$ cat config.mk
export PLATFORM = sky130hd
export DESIGN_NAME = vel_home_status
export DESIGN_NICKNAME = d
export VERILOG_FILES = /design/src/logic/vh_pkg.sv /design/src/logic/speed_if.sv /design/src/logic/speed_judge.sv /design/src/logic/vel_home_status.sv
export SDC_FILE = /design/constraint.sdc
export NUM_CORES = 1
export LEC_CHECK = 0
export ABC_AREA = 0
export BUFFER_PORTS_ARGS = -buffer_cell sky130_fd_sc_hd__buf_2
export CAP_MARGIN = 0
export CORE_UTILIZATION = 35
export CTS_BUF_LIST = sky130_fd_sc_hd__clkbuf_8
export DETAILED_ROUTE_END_ITERATION = 6
export GPL_TIMING_DRIVEN = 1
export PLACE_DENSITY = 0.64
export SYNTH_ARGS = -nofsm -noshare
export SYNTH_HDL_FRONTEND = slang
export SYNTH_HIERARCHICAL = 1
export SYNTH_SLANG_ARGS = --single-unit
$ cat constraint.sdc
create_clock -name clk -period 2 [get_ports clk]
set_input_delay 0.1 -clock clk [delete_from_list [all_inputs] [get_ports clk]]
set_output_delay 0.1 -clock clk [all_outputs]
set_load 0.01 [all_outputs]
$ cat src/logic/vh_pkg.sv
package vh_pkg;
  // object indices as seen by the network master
  localparam logic [15:0] CW_INDEX = 16'h6040;
  localparam logic [15:0] SW_INDEX = 16'h6041;
  // control word fields
  localparam int CW_HALT = 8;
  localparam int CW_HSTART = 4;
  localparam int CW_TYPE_LO = 12;
  localparam logic [1:0] TYPE_TORQUE = 2'h3;
  localparam logic [15:0] CW_RESET = 16'h0000;
  // status word fields
  localparam int SW_TLC = 15;
  localparam int SW_HERR = 13;
  localparam int SW_SPEED = 12;
  localparam int SW_ILIM = 11;
  localparam int SW_TREACH = 10;
  localparam int SW_REMOTE = 9;
  localparam int SW_WARN = 7;
  localparam logic [15:0] SW_RESET = 16'h0000;
  // operation modes on op_mode
  localparam logic [2:0] MODE_VEL = 3'h3;
  localparam logic [2:0] MODE_HOME = 3'h6;
  // speed judgment modes
  localparam logic [1:0] VA_CMD_EXACT = 2'h0;
  localparam logic [1:0] VA_CMD_BAND = 2'h1;
  localparam logic [1:0] VA_FB_BAND = 2'h2;
  // homing status codes {error, attained, target reached}
  localparam logic [2:0] HC_RUN = 3'h0;
  localparam logic [2:0] HC_IDLE = 3'h1;
  localparam logic [2:0] HC_DONE = 3'h3;
  localparam logic [2:0] HC_ALARM = 3'h5;
  typedef enum logic [1:0] {
    H_IDLE = 2'b00,
    H_RUN = 2'b01,
    H_DECEL = 2'b10
  } home_st_t;
endpackage

$ cat src/logic/speed_if.sv
`timescale 1ns/10ps
interface speed_if #(parameter int W = 32);
  logic signed [W-1:0] cmd;
  logic signed [W-1:0] fb;
  logic signed [W-1:0] target;
  logic [W-1:0] band;
  logic [1:0] mode;
  logic attained;
  modport judge (input cmd, input fb, input target, input band, input mode, output attained);
  modport user (output cmd, output fb, output target, output band, output mode, input attained);
endinterface

$ cat src/logic/speed_judge.sv
`timescale 1ns/10ps
module speed_judge #(
  parameter int W = 32
) (
  input wire logic clk,
  input wire logic resetn,
  speed_if.judge sp
);
  typedef struct packed {
    logic att;
  } st_t;
  st_t q;
  st_t d;
  logic signed [W:0] dc;
  logic signed [W:0] df;
  logic [W:0] ac;
  logic [W:0] af;

  always_comb begin
    dc = {sp.cmd[W-1], sp.cmd} - {sp.target[W-1], sp.target};
    df = {sp.fb[W-1], sp.fb} - {sp.target[W-1], sp.target};
    ac = dc[W] ? $unsigned(-dc) : $unsigned(dc);
    af = df[W] ? $unsigned(-df) : $unsigned(df);
    d = q;
    case (sp.mode)
      vh_pkg::VA_CMD_EXACT: d.att = (dc == '0);
      vh_pkg::VA_CMD_BAND: d.att = (ac <= {1'b0, sp.band});
      vh_pkg::VA_FB_BAND: d.att = (af <= {1'b0, sp.band});
      default: d.att = (dc == '0);
    endcase
  end

  always_ff @(posedge clk or negedge resetn) begin
    if (!resetn) begin
      q <= '0;
    end else begin
      q <= d;
    end
  end

  assign sp.attained = q.att;
endmodule // speed_judge

$ cat src/logic/vel_home_status.sv
`timescale 1ns/10ps
// What this block does
// velocity mode, halt 0: target reached low until command speed reaches target
// halt 1: target reached low while decelerating, high once command speed is zero
// halt 0: target reached follows speed attained output, mode and band configurable
// remote status bit goes high once initialization has finished
// warning bit follows information conditions, clears itself without acknowledge
// torque-control type starts motor at target velocity with no ramp
// homing generates its own profile, presets position to home offset when done
// homing: halt 1 stops using the halt option code, 0 allows operation
// homing starts on a low-to-high edge of the homing start bit
// homing start returned to 0 during homing decelerates motor to stop
// start ignored while running, halted, stop input on, not enabled, de-excited
// factory state uses the sensor parameter set ahead of driver parameters
// master copies parameters, sets manual setting and method, saves, cycles power; block only samples manual_setting once after reset release
// homing status bits 13,12,10: 000 run, 001 idle, 011 done, 101 alarm
// start edge found by comparing written bit with previously stored bit
module vel_home_status #(
  parameter int W = 32
) (
  input wire logic clk,
  input wire logic resetn,
  input wire logic cw_wr,
  input wire logic [15:0] cw_wdata,
  input wire logic [2:0] op_mode,
  input wire logic signed [W-1:0] cmd_speed,
  input wire logic signed [W-1:0] fb_speed,
  input wire logic signed [W-1:0] target_velocity,
  input wire logic [1:0] va_mode,
  input wire logic [W-1:0] va_band,
  input wire logic init_done,
  input wire logic info_active,
  input wire logic torque_limit,
  input wire logic internal_limit,
  input wire logic [6:0] dsm_bits,
  input wire logic op_enabled,
  input wire logic excited,
  input wire logic stop_in,
  input wire logic alarm,
  input wire logic homing_done,
  input wire logic [1:0] halt_option,
  input wire logic signed [W-1:0] home_offset,
  input wire logic manual_setting,
  output logic [15:0] cw_q,
  output logic [15:0] sw_q,
  output logic ramp_bypass_q,
  output logic home_run_q,
  output logic home_decel_q,
  output logic halt_stop_q,
  output logic [1:0] halt_mode_q,
  output logic preset_q,
  output logic signed [W-1:0] preset_pos_q,
  output logic sensor_params_q
);
  typedef struct packed {
    logic [15:0] cw;
    logic [15:0] sw;
    logic [1:0] stop_sync;
    vh_pkg::home_st_t hs;
    logic run;
    logic decel;
    logic [2:0] hcode;
    logic bypass;
    logic halt_stop;
    logic [1:0] halt_mode;
    logic preset;
    logic signed [W-1:0] preset_pos;
    logic sensor_params;
    logic strap_taken;
  } st_t;
  st_t q;
  st_t d;
  logic vel;
  logic hm;
  logic halt;
  logic rise;
  logic start_ok;
  logic spd_zero;
  logic treach;
  logic stop_s;

  speed_if #(.W(W)) sp ();
  assign sp.cmd = cmd_speed;
  assign sp.fb = fb_speed;
  assign sp.target = target_velocity;
  assign sp.band = va_band;
  assign sp.mode = va_mode;

  speed_judge #(.W(W)) u_judge (
    .clk(clk),
    .resetn(resetn),
    .sp(sp)
  );

  always_comb begin
    d = q;
    vel = (op_mode == vh_pkg::MODE_VEL);
    hm = (op_mode == vh_pkg::MODE_HOME);
    halt = q.cw[vh_pkg::CW_HALT];
    spd_zero = (cmd_speed == '0);
    stop_s = q.stop_sync[1];
    // only the second stage is read; the first may be metastable
    d.stop_sync = {q.stop_sync[0], stop_in};
    if (cw_wr) begin
      d.cw = cw_wdata;
    end
    rise = cw_wr && cw_wdata[vh_pkg::CW_HSTART] && !q.cw[vh_pkg::CW_HSTART];
    start_ok = rise && hm && (q.hs == vh_pkg::H_IDLE) && !halt && !cw_wdata[vh_pkg::CW_HALT]
               && !stop_s && op_enabled && excited;
    d.preset = 1'b0;
    d.halt_stop = hm && d.cw[vh_pkg::CW_HALT];
    d.halt_mode = halt_option;
    d.bypass = vel && (q.cw[vh_pkg::CW_TYPE_LO+1:vh_pkg::CW_TYPE_LO] == vh_pkg::TYPE_TORQUE);
    // sampled once after release so the strap never feeds the async reset
    if (!q.strap_taken) begin
      d.strap_taken = 1'b1;
      d.sensor_params = !manual_setting;
    end
    case (q.hs)
      vh_pkg::H_IDLE: begin
        if (start_ok) begin
          d.hs = vh_pkg::H_RUN;
          d.hcode = vh_pkg::HC_RUN;
        end
      end
      vh_pkg::H_RUN: begin
        if (alarm) begin
          d.hs = vh_pkg::H_IDLE;
          d.hcode = vh_pkg::HC_ALARM;
        end else if (homing_done) begin
          d.hs = vh_pkg::H_IDLE;
          d.hcode = vh_pkg::HC_DONE;
          d.preset = 1'b1;
          d.preset_pos = home_offset;
        end else if (!hm || !d.cw[vh_pkg::CW_HSTART] || d.cw[vh_pkg::CW_HALT] || stop_s) begin
          d.hs = vh_pkg::H_DECEL;
        end
      end
      vh_pkg::H_DECEL: begin
        if (alarm) begin
          d.hs = vh_pkg::H_IDLE;
          d.hcode = vh_pkg::HC_ALARM;
        end else if (spd_zero) begin
          d.hs = vh_pkg::H_IDLE;
          d.hcode = vh_pkg::HC_IDLE;
        end
      end
      default: d.hs = vh_pkg::H_IDLE;
    endcase
    // state decoded ahead of the register so both outputs come straight from flops
    d.run = (d.hs == vh_pkg::H_RUN);
    d.decel = (d.hs == vh_pkg::H_DECEL);
    // halt 1 reports stop completion, halt 0 reports the attained judgment
    treach = halt ? spd_zero : sp.attained;
    d.sw = '0;
    d.sw[6:0] = dsm_bits;
    d.sw[vh_pkg::SW_WARN] = info_active;
    d.sw[vh_pkg::SW_REMOTE] = init_done;
    d.sw[vh_pkg::SW_ILIM] = internal_limit;
    d.sw[vh_pkg::SW_TLC] = torque_limit;
    if (vel) begin
      d.sw[vh_pkg::SW_TREACH] = treach;
      d.sw[vh_pkg::SW_SPEED] = spd_zero;
    end else if (hm) begin
      d.sw[vh_pkg::SW_HERR] = q.hcode[2];
      d.sw[vh_pkg::SW_SPEED] = q.hcode[1];
      d.sw[vh_pkg::SW_TREACH] = q.hcode[0];
    end
  end

  always_ff @(posedge clk or negedge resetn) begin
    if (!resetn) begin
      q <= '0;
      q.cw <= vh_pkg::CW_RESET;
      q.sw <= vh_pkg::SW_RESET;
      q.hs <= vh_pkg::H_IDLE;
      q.hcode <= vh_pkg::HC_IDLE;
      q.sensor_params <= 1'b1;
    end else begin
      q <= d;
    end
  end

  assign cw_q = q.cw;
  assign sw_q = q.sw;
  assign ramp_bypass_q = q.bypass;
  assign home_run_q = q.run;
  assign home_decel_q = q.decel;
  assign halt_stop_q = q.halt_stop;
  assign halt_mode_q = q.halt_mode;
  assign preset_q = q.preset;
  assign preset_pos_q = q.preset_pos;
  assign sensor_params_q = q.sensor_params;
endmodule // vel_home_status

==> run summary <==
Root Buffer - clkbuf_8
chip height - 177.7 um
Port Buf Inserts - 272
Post-DP Area - 15220 sq um
Crit Path Class - primary input to flip-flop
Synth Instances - 1334
htree depth - 3
RSZ-0062 raised after global routing - yes
CP Max Fanout - 5
Inst Count DP - 2302
failing checks - setup timing
io pins - 275
number of global-route vias before repair - 12520
clock skew - 8.782 ps
Slew @ Worst Pin - 640.5 ps
YS warnings - 6
Async SR Flop Fraction - 1.000
DP HPWL - 33.84 mm
nets - 2357
largest net degree at the start of global routing - 36
number of flops mapped to enable cells by yosys - 0
Leakage - 8.562 nW
outcome - finished, violations left
total power - 9.141 mW
Routed Antenna Nets - 0
placer congestion estimate - 0.9745
worst hold path depth - 3
RR Startpoint - q[45]
total clock sinks - 79
Synth Area per Inst - 8.096 sq um
share of the synthesized area in the top cell type - 0.1784
DIE AREA - 31560 sq um
Slew Limit Fails - 0
ys flop type - dfrtp_1
fin cells - 2410
Max Cap Viol - 0
max_slew headroom - 0.5685
main area contributors after synthesis - dfrtp_1, ha_1, a21oi_1
initial antenna violation count - 0
Core Util, Final - 0.5526
Vias - 12430
CTS Buf Count - 9
Die Wd - 177.7 um
first-pass GRT wire length - 62.89 mm
Setup crit end kind - flip-flop
largest area contributor in the netlist - dfrtp_1
CTS tree - yes
DRT Pass-1 Iters - 5
Final WS setup - -2332 ps
hold path startpoint - cw_wdata[4]
clock latency on the worst-skew pair - 360 ps
starting density of the core - 0.3596
Layout area overhead - 53.67%
Worst R2R Path Depth - 9
Peak Freq - 0.2309 GHz
ANT cells - 0
final WL - 40.71 mm
Tmin final - 4332 ps
RR Endpoint - home_decel_q
Critical Path AT - 4620 ps
All-Layer GR Usage - 0.2544
maximum clock insertion buffer count - 2
Setup violations, final - 1
register area share after synthesis - 0.1833
VDD IR max - 0.0003700 V
critical path required time - 2280 ps
final setup TNS - -2332 ps
DRC viols - 0
Final Hold Viols - 0
Startpoint Class - primary input
num rows - 63
min-delay worst type - primary input to flip-flop
average via count per standard cell - 5.156
final worst path period share - 2.166
layout cells sized above 1 - 0.4322
wire length per cell - 16.89 um
Yosys cell types - 98
initial drt markers - 653
Core ar. - 30030 sq um
Post-Layout Inst Area - 16600 sq um
gr ovfl total - 0
reg2reg setup slack - 100 ps
Reg clk slew, reported paths - 90 ps
register bit count reported by yosys - 79
PwrDens - 550.8 nW/um^2
Netlist Area Pre-Place - 10800 sq um
hold path endpoint - cw_q[4]
## power breakdown
part	switching [mW]	internal [mW]
clock	0.629	0.604
combinational	2.98	3.08
sequential	0.0859	1.77
## metrics by stage
| step | worst slack, ps | hold slack (ps) |
|---|---|---|
| 6_report | -2332 | 30.58 |
| 5_1_grt | -2510 | 21.87 |
| 4_1_cts | -2270 | 9.721 |
| 3_5_place_dp | -2963 | 64.35 |
| 3_3_place_gp | -2914 | 62.80 |
| 2_1_floorplan | -2207 | -195.6 |
## critical path, stage by stage
cell and delay [ps]:
buf_6 90, inv_2 40, ha_1 260, nor2b_2 160, o21a_1 170, or3_1 330
a2111o_1 400, a222oi_1 440, buf_4 210, buf_4 100, nand3b_1 180, nor3_2 150
buf_4 160, and2_2 220, a21oi_1 100, xnor2_1 130, ha_1 180, a21o_1 180
a21o_1 180, a21oi_1 140, nor2b_1 60, o21ai_1 160, o2111ai_1 120, o211ai_1 100
o31ai_1 100, a21boi_1 140
## worst max path at each step
stage                          endpoint               start
floorplan           u_judge/sp.attained  target_velocity[6]
global placement    u_judge/sp.attained  target_velocity[1]
detailed placement  u_judge/sp.attained       cmd_speed[19]
CTS                 u_judge/sp.attained  target_velocity[0]
global route        u_judge/sp.attained        cmd_speed[0]
finish              u_judge/sp.attained  target_velocity[1]
## cells by family (layout without fill, tap and decap cells)
group / after synthesis / in the layout / synth area share
mux: 57 / 57 / 0.05897
compound gates: 378 / 378 / 0.2327
flops: 79 / 79 / 0.1833
fa+ha+maj: 139 / 139 / 0.1624
other cells: 2 / 3 / 0.0006953
simple gates: 379 / 379 / 0.1856
xor+xnor: 98 / 98 / 0.08017
buf+inv: 202 / 887 / 0.09615
## layout by cell type (no fill, tap or decap), drive strengths merged, types with 14 or more instances in the layout
cell           n
buf          712
ha           137
a21oi        113
inv          101
nand2        100
dfrtp         77
nor2          74
o21ai         73
xnor2         63
dlygate4sd3   62
mux2          50
a21o          48
xor2          35
nand4         29
nand3         27
nor2b         25
nor4          23
nor3          19
o31ai         18
o21a          14
## registers in the layout (all words and copies together), names as in the netlist, 2 cells and up
| name | cells |
|---|---|
| preset_pos_q | 32 |
| cw_q | 16 |
| sw_q | 14 |
| q | 7 |
| halt_mode_q | 2 |
## timing repair
item / 4_1_cts / 5_1_grt
pin swaps: 59 / 15
hold endpoints to repair: 93 / 0
setup buffers: 27 / 3
resized for setup: 64 / 15
hold buffers: 62 / 0
endpoints found under the setup margin: 2 / 3
## area by class of cell
type / instances / area [sq um]
well taps: 390 / 488.0
multi-input cells: 1054 / 8174
flip-flops and latches: 79 / 1979
clock buffers: 9 / 123.9
inverters: 97 / 376.6
fillers: 2709 / 13440
repair buffers: 774 / 5369
clock inverters: 7 / 86.33
## metal layers
layer | wire length [um] | vias up | share of wire | global-route usage
li1 | - | 6157 | - | -
met1 | 17110 | 5750 | 0.42 | 0.3023
met2 | 20010 | 449 | 0.49 | 0.4738
met3 | 2304 | 70 | 0.057 | 0.01799
met4 | 1282 | 0 | 0.031 | 0.09366
met5 | 0 | - | 0 | 0
## Yosys cell counts, types with 8 or more instances
cell	instances
a211o_1	9
a21o_1	48
a21oi_1	113
a31oi_1	11
and2_1	12
buf_2	11
buf_4	67
clkbuf_1	24
dfrtp_1	77
ha_1	137
inv_1	97
mux2_2	49
nand2_1	100
nand2b_1	10
nand3_1	26
nand4_1	29
nor2_1	74
nor2b_1	25
nor3_1	19
nor4_1	19
o211ai_1	12
o21a_1	14
o21ai_0	66
o21bai_1	8
o31ai_1	18
or3_1	12
xnor2_1	62
xor2_1	35
(Power assumes the default switching activity.)
